==> src/usb_link_pkg.sv <==
// shared constants for the usb link status and transceiver control block
package usb_link_pkg;
  // register byte addresses (apb, one aligned word each)
  localparam logic [7:0] ADDR_EVENT_FLAGS   = 8'h00;
  localparam logic [7:0] ADDR_EVENT_ENABLES = 8'h04;
  localparam logic [7:0] ADDR_CONFIG        = 8'h08;
  localparam logic [7:0] ADDR_CONTROL       = 8'h0c;
  localparam logic [7:0] ADDR_ERROR_ENABLES = 8'h10;
  localparam logic [7:0] ADDR_DEVICE_ADDR   = 8'h14;
  localparam logic [7:0] ADDR_XFER_STATUS   = 8'h18;
  localparam logic [7:0] ADDR_STATUS        = 8'h1c;
  // event flag positions
  localparam int FLAG_BUS_RESET   = 0;
  localparam int FLAG_ERROR       = 1;
  localparam int FLAG_ACTIVITY    = 2;
  localparam int FLAG_XFER_DONE   = 3;
  localparam int FLAG_IDLE        = 4;
  localparam int FLAG_STALL       = 5;
  localparam int FLAG_FRAME_START = 6;
  localparam logic [7:0] EVENT_IMPL_MASK = 8'h7f;
  // config register fields
  localparam int CFG_PINGPONG_LO  = 0;
  localparam int CFG_EXT_XCVR     = 2;
  localparam int CFG_FULL_SPEED   = 3;
  localparam int CFG_PULLUP_EN    = 4;
  localparam int CFG_OE_MON       = 6;
  localparam int CFG_EYE_TEST     = 7;
  // control register fields
  localparam int CTL_ENABLE       = 0;
  localparam int CTL_SUSPEND      = 1;
  // reset values
  localparam logic [7:0] RESET_BYTE = 8'h00;
  // timing: idle detect
  localparam int CLK_HZ           = 25_000_000;
  localparam int IDLE_TIME_US     = 3000;
  localparam int IDLE_CYCLES      = (CLK_HZ / 1_000_000) * IDLE_TIME_US;
  // transaction status fifo
  localparam int XFER_FIFO_DEPTH  = 4;
  // bus encodings on the transceiver lines {plus,minus}
  localparam logic [1:0] LINE_SE0  = 2'h0;
  localparam logic [1:0] LINE_DIF0 = 2'h1;
  localparam logic [1:0] LINE_DIF1 = 2'h2;
  localparam logic [1:0] LINE_ILL  = 2'h3;
endpackage

==> src/sync2.sv <==
// two-flop synchroniser for asynchronous pin inputs
`timescale 1ns/1ps
`default_nettype none
module sync2 #(
  parameter int W = 1
) (
  input  wire logic         pclk,
  input  wire logic         presetn,
  input  wire logic [W-1:0] d,
  output var  logic [W-1:0] q
);
  logic [W-1:0] meta_r;

  // first stage feeds only the second stage
  always_ff @(posedge pclk or negedge presetn) begin
    if (!presetn) begin
      meta_r <= '0;
      q      <= '0;
    end else begin
      meta_r <= d;
      q      <= meta_r;
    end
  end
endmodule
`default_nettype wire

==> src/usb_link_ctl.sv <==
// usb link status flags, transceiver encode/decode and config control
`timescale 1ns/1ps
`default_nettype none
// How it works
// - encode tx lines; never drive both high
// - decode rx lines into bus state
// - drive output enable low while transmitting
// - pull-ups on only when config bit 4
// - two-bit ping-pong select from config
// - oe monitor when external xcvr or bit 6
// - eye test sends endless j-k pattern
// - per-flag enables; flags ored into irq
// - flags except error sticky until written zero; settable
// - suspend stops engine events except activity
// - frame-start token sets bit 6
// - clearing done flag advances status fifo
// - line activity sets bit 2, even suspended
// - error flag read-only, from enabled errors
// - bus reset sets bit 0, clears address
module usb_link_ctl #(
  parameter int IDLE_COUNT = usb_link_pkg::IDLE_CYCLES,
  parameter int FIFO_DEPTH = usb_link_pkg::XFER_FIFO_DEPTH
) (
  input  wire logic        pclk,
  input  wire logic        presetn,
  input  wire logic        psel,
  input  wire logic        penable,
  input  wire logic        pwrite,
  input  wire logic [7:0]  paddr,
  input  wire logic [31:0] pwdata,
  output var  logic [31:0] prdata,
  output var  logic        pready,
  output var  logic        pslverr,
  input  wire logic        rx_plus_in,
  input  wire logic        rx_minus_in,
  output var  logic        tx_plus_out,
  output var  logic        tx_minus_out,
  output var  logic        xcvr_out_enable_n,
  output var  logic        pullup_enable,
  output var  logic        oe_monitor,
  output var  logic [1:0]  pingpong_sel,
  output var  logic        engine_clk_en,
  input  wire logic        sie_tx_active,
  input  wire logic [1:0]  sie_tx_line,
  input  wire logic        sie_sof_rx,
  input  wire logic        sie_stall_sent,
  input  wire logic        sie_xfer_done,
  input  wire logic [7:0]  sie_xfer_status,
  input  wire logic        sie_bus_reset,
  input  wire logic [7:0]  sie_errors,
  output var  logic        usb_irq
);
  import usb_link_pkg::*;

  typedef enum logic [1:0] {LS_SE0, LS_LOW_SPEED, LS_HIGH_SPEED, LS_ERROR} line_state_e;

  logic [7:0]  usb_event_flags_r;
  logic [7:0]  usb_event_enables_r;
  logic [7:0]  usb_config_reg_r;
  logic [7:0]  usb_control_reg_r;
  logic [7:0]  error_enables_r;
  logic [6:0]  device_addr_reg_r;
  logic [1:0]  rx_sync;
  logic [1:0]  rx_prev_r;
  line_state_e line_state;
  logic        wr_en;
  logic        rd_en;
  logic        suspended;
  logic        eng_on;
  logic        eye_on;
  logic        eye_phase_r;
  logic        activity;
  logic [31:0] idle_cnt_r;
  logic        idle_hit;
  logic        idle_done_r;
  logic [7:0]  fifo_mem_r [FIFO_DEPTH];
  logic [$clog2(FIFO_DEPTH)-1:0] fifo_rd_r;
  logic [$clog2(FIFO_DEPTH)-1:0] fifo_wr_r;
  logic [$clog2(FIFO_DEPTH):0]   fifo_cnt_r;
  logic        fifo_push;
  logic        fifo_pop;
  logic        done_cleared;
  logic        done_more;
  logic [7:0]  flag_set;
  logic [7:0]  flags_nxt;
  logic [1:0]  tx_line;

  // receive pins come from outside the clock domain
  // logic reads the lines only through rx_sync, never the raw pins
  sync2 #(.W(2)) u_rx_sync (
    .pclk    (pclk),
    .presetn (presetn),
    .d       ({rx_plus_in, rx_minus_in}),
    .q       (rx_sync)
  );

  // apb: zero-wait slave
  // pready tied high, so a transfer ends at its first access edge
  assign pready  = 1'b1;
  assign pslverr = 1'b0;
  assign wr_en   = psel && penable && pwrite;
  assign rd_en   = psel && penable && !pwrite;

  // line state decode
  // both lines high is no legal bus state, reported as an error
  always_comb begin
    case (rx_sync)
      LINE_SE0:  line_state = LS_SE0;
      LINE_DIF0: line_state = LS_LOW_SPEED;
      LINE_DIF1: line_state = LS_HIGH_SPEED;
      default:   line_state = LS_ERROR;
    endcase
  end

  assign eng_on    = usb_control_reg_r[CTL_ENABLE];
  assign suspended = usb_control_reg_r[CTL_SUSPEND];
  assign engine_clk_en = eng_on && !suspended;
  assign eye_on    = usb_config_reg_r[CFG_EYE_TEST] && eng_on;

  // any change on the lines counts as activity, sampled even in suspend
  always_ff @(posedge pclk or negedge presetn) begin
    if (!presetn) begin
      rx_prev_r <= 2'h0;
    end else begin
      rx_prev_r <= rx_sync;
    end
  end
  assign activity = eng_on && (rx_prev_r != rx_sync);

  // idle timer: idle is either differential state held steady, whatever the speed
  always_ff @(posedge pclk or negedge presetn) begin
    if (!presetn) begin
      idle_cnt_r  <= '0;
      idle_done_r <= 1'b0;
    end else if (!engine_clk_en || activity || line_state == LS_SE0
                 || line_state == LS_ERROR) begin
      idle_cnt_r  <= '0;
      idle_done_r <= 1'b0;
    end else if (idle_cnt_r < 32'(IDLE_COUNT - 1)) begin
      idle_cnt_r <= idle_cnt_r + 32'd1;
    end else begin
      idle_done_r <= 1'b1;
    end
  end
  // one pulse per idle stretch, held by idle_done_r
  assign idle_hit = engine_clk_en && !idle_done_r && !activity
                    && (idle_cnt_r == 32'(IDLE_COUNT - 1))
                    && line_state != LS_SE0 && line_state != LS_ERROR;

  // hardware set sources; engine events dropped in suspend
  always_comb begin
    flag_set = 8'h00;
    flag_set[FLAG_FRAME_START] = engine_clk_en && sie_sof_rx;
    flag_set[FLAG_STALL]       = engine_clk_en && sie_stall_sent;
    flag_set[FLAG_IDLE]        = idle_hit;
    flag_set[FLAG_XFER_DONE]   = done_more;
    flag_set[FLAG_ACTIVITY]    = activity;
    flag_set[FLAG_ERROR]       = engine_clk_en && |(sie_errors & error_enables_r);
    flag_set[FLAG_BUS_RESET]   = engine_clk_en && sie_bus_reset;
  end

  // software write: zero clears, one sets; error bit not writable
  always_comb begin
    flags_nxt = usb_event_flags_r;
    if (wr_en && paddr == ADDR_EVENT_FLAGS) begin
      flags_nxt = pwdata[7:0];
      flags_nxt[FLAG_ERROR] = usb_event_flags_r[FLAG_ERROR];
    end
    flags_nxt = (flags_nxt | flag_set) & EVENT_IMPL_MASK;
  end

  // sticky flags; set beats a same-cycle clear
  always_ff @(posedge pclk or negedge presetn) begin
    if (!presetn) begin
      usb_event_flags_r <= RESET_BYTE;
    end else begin
      usb_event_flags_r <= flags_nxt;
    end
  end

  // done flag cleared by software pops the status fifo
  assign done_cleared = wr_en && paddr == ADDR_EVENT_FLAGS
                        && usb_event_flags_r[FLAG_XFER_DONE]
                        && !pwdata[FLAG_XFER_DONE];
  assign fifo_pop  = done_cleared && fifo_cnt_r != '0;
  // push lost when full; engine should hold off
  assign fifo_push = engine_clk_en && sie_xfer_done
                     && (fifo_cnt_r != ($clog2(FIFO_DEPTH)+1)'(FIFO_DEPTH));
  // done flag re-arms only while an entry is left after this cycle's pop;
  // re-arming on the old count would make the last clear ineffective
  localparam logic [$clog2(FIFO_DEPTH):0] CNT_ONE = ($clog2(FIFO_DEPTH)+1)'(1);
  assign done_more = fifo_push
                     || (fifo_pop ? (fifo_cnt_r > CNT_ONE) : (fifo_cnt_r != '0));

  // transaction status fifo
  always_ff @(posedge pclk or negedge presetn) begin
    if (!presetn) begin
      fifo_rd_r  <= '0;
      fifo_wr_r  <= '0;
      fifo_cnt_r <= '0;
    end else begin
      if (fifo_push) begin
        fifo_wr_r <= fifo_wr_r + 1'b1;
      end
      if (fifo_pop) begin
        fifo_rd_r <= fifo_rd_r + 1'b1;
      end
      if (fifo_push && !fifo_pop) begin
        fifo_cnt_r <= fifo_cnt_r + 1'b1;
      end else if (fifo_pop && !fifo_push) begin
        fifo_cnt_r <= fifo_cnt_r - 1'b1;
      end
    end
  end

  // fifo storage
  always_ff @(posedge pclk or negedge presetn) begin
    if (!presetn) begin
      for (int i = 0; i < FIFO_DEPTH; i++) begin
        fifo_mem_r[i] <= 8'h00;
      end
    end else if (fifo_push) begin
      fifo_mem_r[fifo_wr_r] <= sie_xfer_status;
    end
  end

  // software registers
  always_ff @(posedge pclk or negedge presetn) begin
    if (!presetn) begin
      usb_event_enables_r <= RESET_BYTE;
      usb_config_reg_r    <= RESET_BYTE;
      usb_control_reg_r   <= RESET_BYTE;
      error_enables_r     <= RESET_BYTE;
    end else if (wr_en) begin
      if (paddr == ADDR_EVENT_ENABLES) begin
        usb_event_enables_r <= pwdata[7:0] & EVENT_IMPL_MASK;
      end else if (paddr == ADDR_CONFIG) begin
        usb_config_reg_r <= pwdata[7:0];
      end else if (paddr == ADDR_CONTROL) begin
        usb_control_reg_r <= {6'h00, pwdata[1:0]};
      end else if (paddr == ADDR_ERROR_ENABLES) begin
        error_enables_r <= pwdata[7:0];
      end
    end
  end

  // device address: bus reset clears it and wins over a write
  always_ff @(posedge pclk or negedge presetn) begin
    if (!presetn) begin
      device_addr_reg_r <= 7'h00;
    end else if (flag_set[FLAG_BUS_RESET]) begin
      device_addr_reg_r <= 7'h00;
    end else if (wr_en && paddr == ADDR_DEVICE_ADDR) begin
      device_addr_reg_r <= pwdata[6:0];
    end
  end

  // read mux; unmapped reads return zero
  always_comb begin
    prdata = 32'h0000_0000;
    if (rd_en) begin
      if (paddr == ADDR_EVENT_FLAGS) begin
        prdata = {24'h0, usb_event_flags_r};
      end else if (paddr == ADDR_EVENT_ENABLES) begin
        prdata = {24'h0, usb_event_enables_r};
      end else if (paddr == ADDR_CONFIG) begin
        prdata = {24'h0, usb_config_reg_r};
      end else if (paddr == ADDR_CONTROL) begin
        prdata = {24'h0, usb_control_reg_r};
      end else if (paddr == ADDR_ERROR_ENABLES) begin
        prdata = {24'h0, error_enables_r};
      end else if (paddr == ADDR_DEVICE_ADDR) begin
        prdata = {25'h0, device_addr_reg_r};
      end else if (paddr == ADDR_XFER_STATUS) begin
        prdata = {24'h0, fifo_mem_r[fifo_rd_r]};
      end else if (paddr == ADDR_STATUS) begin
        prdata = {28'h0, rx_sync, 2'(line_state)};
      end
    end
  end

  // interrupt: any flag with its enable set
  assign usb_irq = |(usb_event_flags_r & usb_event_enables_r);

  // eye pattern toggles every cycle; full speed starts on k
  // limitation: nothing guards against a live bus, software must keep off it
  always_ff @(posedge pclk or negedge presetn) begin
    if (!presetn) begin
      eye_phase_r <= 1'b0;
    end else if (eye_on) begin
      eye_phase_r <= !eye_phase_r;
    end else begin
      eye_phase_r <= 1'b0;
    end
  end

  // choose line value; eye test overrides the engine
  always_comb begin
    if (eye_on) begin
      tx_line = (eye_phase_r ^ usb_config_reg_r[CFG_FULL_SPEED]) ? LINE_DIF0
                                                                 : LINE_DIF1;
    end else if (sie_tx_active && engine_clk_en) begin
      tx_line = sie_tx_line;
    end else begin
      tx_line = LINE_DIF1;
    end
    // the illegal code is never put on the pins
    if (tx_line == LINE_ILL) begin
      tx_line = LINE_SE0;
    end
  end

  // registered pin drive keeps outputs glitch free
  always_ff @(posedge pclk or negedge presetn) begin
    if (!presetn) begin
      tx_plus_out       <= 1'b0;
      tx_minus_out      <= 1'b0;
      xcvr_out_enable_n <= 1'b1;
      pullup_enable     <= 1'b0;
      oe_monitor        <= 1'b1;
      pingpong_sel      <= 2'h0;
    end else begin
      tx_plus_out       <= tx_line[1];
      tx_minus_out      <= tx_line[0];
      xcvr_out_enable_n <= !(eye_on || (sie_tx_active && engine_clk_en));
      pullup_enable     <= usb_config_reg_r[CFG_PULLUP_EN];
      pingpong_sel      <= usb_config_reg_r[CFG_PINGPONG_LO +: 2];
      if (usb_config_reg_r[CFG_EXT_XCVR] || usb_config_reg_r[CFG_OE_MON]) begin
        oe_monitor <= !(eye_on || (sie_tx_active && engine_clk_en));
      end else begin
        oe_monitor <= 1'b1;
      end
    end
  end
endmodule
`default_nettype wire

==> config.mk <==
export PLATFORM = sky130hd
export DESIGN_NAME = usb_link_ctl
export DESIGN_NICKNAME = d
export VERILOG_FILES = /design/src/usb_link_pkg.sv /design/src/sync2.sv /design/src/usb_link_ctl.sv
export SDC_FILE = /design/constraint.sdc
export NUM_CORES = 1
export LEC_CHECK = 0
export ABC_AREA = 1
export BUFFER_PORTS_ARGS = -buffer_cell sky130_fd_sc_hd__buf_2
export CORE_MARGIN = 5
export CORE_UTILIZATION = 54
export DETAILED_ROUTE_END_ITERATION = 8
export GPL_ROUTABILITY_DRIVEN = 0
export PLACE_DENSITY = 0.8
export SYNTH_ARGS = -nofsm -noshare
export SYNTH_HDL_FRONTEND = slang
export SYNTH_HIERARCHICAL = 1
export SYNTH_SLANG_ARGS = --single-unit
==> constraint.sdc <==
create_clock -name pclk -period 2.1 [get_ports pclk]
set_input_delay 0.42 -clock pclk [delete_from_list [all_inputs] [get_ports pclk]]
set_output_delay 0.42 -clock pclk [all_outputs]
set_load 0.02 [all_outputs]
==> metrics <==
post-DP HPWL 11.24 mm; Layout Cells excl Fill 1122; Achievable Freq 440.3 MHz; Async S/R FF share, synth 1.000; clk sink count 125; area added between synthesis and finish 22.41%; largest net degree at the start of global routing 54; # port buffers 62; post-place instance area 7288 um2; main flop type after synthesis dfrtp_1; global-route wire length before repair 26.15 mm; top cell type's share of synthesized area 0.4609; power per cell area 717.1 nW/um2; Worst-path clk slew 0.06 ns; H-tree levels 4; maxcap violations 0; layout cells sized above 1 0.2379; post-synthesis cell count 841; # nets final 1021; vias per std cell 5.269; CORE AREA 12060 um2; Mapped Avg Cell Area 7.940 um2; Syn Std Cell Area 6678 um2; WHS 0.1007 ns; worst skew pair latency 0.42 ns; r2r setup slk 0.19 ns; overflow left after global routing 0; Static Leak 4.212 nW; final setup fails 8; unrepaired setup endpoints after global routing true; overall power 5.862 mW; Critical Path AT 1.85 ns; register area share after synthesis 0.4688; initial antenna violation count 1; Crit Path Category flop to output pin; aggregate routed wire length 16.54 mm; Post-synth EDFFs 0; R2R cell count 10; cell taking the most area after synthesis dfrtp_1; Simple-Gate Fraction of Synth Area 0.2852; largest family of logic cells by synthesized area simple AND/OR/NAND/NOR gates; R2R Path Start fifo_cnt_r[0]; Finished Core Util 0.6777; DRC viols 0; synth unique cells 50; Final Cycle Share 1.082; row count 40; die area 14690 um2; Hold Crit Endpoint u_rx_sync/meta_r[0]; initial core utilization 0.5536; fin crit period 2.271 ns; Final Hold Fails 0; result of the run finished, violations left; clk root buf clkbuf_16; Compound-Gate Fraction of Synth Area 0.1032; vias in the first global route 5380; Inserted Diodes 0; peak supply drop 0.0007040 V; Ports 113; CP max FO 5; Post-DRT Antenna Nets 0; clk_skew 0.006730 ns; hold depth 1; synth top area cells dfrtp_1 (46%), nand2_1 (12%), inv_1 (5.2%); HP Class input port to flop; CTS tree done; Slew Limit Fails 0; routed length per placed instance 14.74 um; Die Y 121.2 um; initial drt markers 481; Fin Setup TNS -1.072 ns; failing checks negative setup slack; mux cell area share after synthesis 0; Vias 5912; Placed Instances 1085; Finished Cell Area 8174 um2; crit end category output pin; XOR/XNOR Fraction of Synth Area 0.01705; DIE WIDTH 121.2 um; CTS buffer count 17; fin worst setup slack -0.1714 ns; Req. time, crit path 1.68 ns; Critical Path Source Type flop; hold path start rx_minus_in; pre-CTS setup slack -0.1334 ns; worst r2r dst fifo_cnt_r[2]; Yosys reg bits 125; CTS Buffer Depth 2; DRT Pass-1 Iters 6; post-synthesis adder-cell area fraction 0.01874; Syn. warnings 6; GRT Util Overall 0.2268
repair_timing:
item                                    4_1_cts  5_1_grt
gates resized for setup                      26       59
endpoints found under the hold margin        19        0
pin swaps                                     4       16
hold buffers                                  1        0
endpoints found under the setup margin        8        8
gates cloned                                  1        0
buffers inserted                              0        3
cell type report:
cell class              instances  area (um2)
clock buffers                  25       495.5
flip-flops and latches        125        3132
well taps                     168       210.2
inverters                     105       401.6
multi-input cells             589        3109
fillers                       942        3887
repair buffers                103       737.0
clock inverters                 7       88.84
worst max-delay path, cell delays in order, from the launching register on:
cell     delay (ns)
dfrtp_2        0.44
inv_4          0.09
buf_6          0.13
nand2_2        0.05
nand3_2        0.05
nand2_2        0.07
nor2_2         0.08
nor2_1         0.06
nand3_1        0.09
nand2_1        0.08
a21oi_2        0.15
buf_6          0.14
power by group:
part	internal (mW)	switching (mW)	total (mW)
clock network	1.86	1.03	2.89
registers	2.49	0.0599	2.55
logic	0.143	0.284	0.427
routing by layer:
layer,wire length (um),vias up,GRT usage
li1,-,2871,-
met1,6733,2773,0.2886
met2,8101,215,0.3685
met3,1110,51,0.04289
met4,582,2,0.1183
met5,13,-,0
worst max path at each step:
stage,startpoint,slack (ns),endpoint
floorplan,paddr[7],0.05,fifo_cnt_r[2]
global placement,paddr[7],-0.09,prdata[3]
detailed placement,paddr[7],-0.13,prdata[3]
CTS,fifo_rd_r[0],-0.17,prdata[4]
global route,fifo_rd_r[0],-0.29,prdata[1]
finish,fifo_rd_r[0],-0.17,prdata[4]
sequential cells by signal, indices dropped and copies added (netlist names), 2 cells and up:
register             flops
fifo_mem_r              32
idle_cnt_r              32
error_enables_r          8
usb_config_reg_r         8
device_addr_reg_r        7
usb_event_enables_r      7
usb_event_flags_r        7
fifo_cnt_r               3
fifo_rd_r                2
fifo_wr_r                2
pingpong_sel             2
rx_prev_r                2
u_rx_sync/meta_r         2
u_rx_sync/q              2
usb_control_reg_r        2
cells in the mapped netlist (2+ instances only):
cell type,number
a21oi_1,19
a221oi_1,3
buf_2,11
buf_4,31
clkbuf_1,3
clkinv_1,2
conb_1,2
dfrtp_1,123
dfstp_2,2
ha_1,10
inv_1,92
inv_2,10
nand2_1,220
nand2_2,8
nand2_4,2
nand3_1,60
nand3b_1,2
nand4_1,29
nor2_1,64
nor2_2,12
nor2_4,3
nor2_8,2
nor3_1,4
o211ai_1,2
o21ai_0,56
o21ai_1,29
o31ai_1,4
or2_0,3
xor2_1,12
cell families (layout without fill, tap and decap cells):
group | count (synthesis) | in the layout
compound gates | 124 | 124
buf+inv | 151 | 240
simple gates | 416 | 416
other cells | 2 | 26
xor+xnor | 13 | 13
fa+ha+maj | 10 | 10
flops | 125 | 125
cell usage in the layout, fill, tap and decap left out, types with 29 or more instances in the layout:
cell type,count
nand2_1,201
dfrtp_1,122
inv_1,90
nor2_1,58
buf_2,53
o21ai_0,52
nand3_1,48
buf_4,32
o21ai_1,31
nand4_1,29
Power figures use the tool's default switching activity.
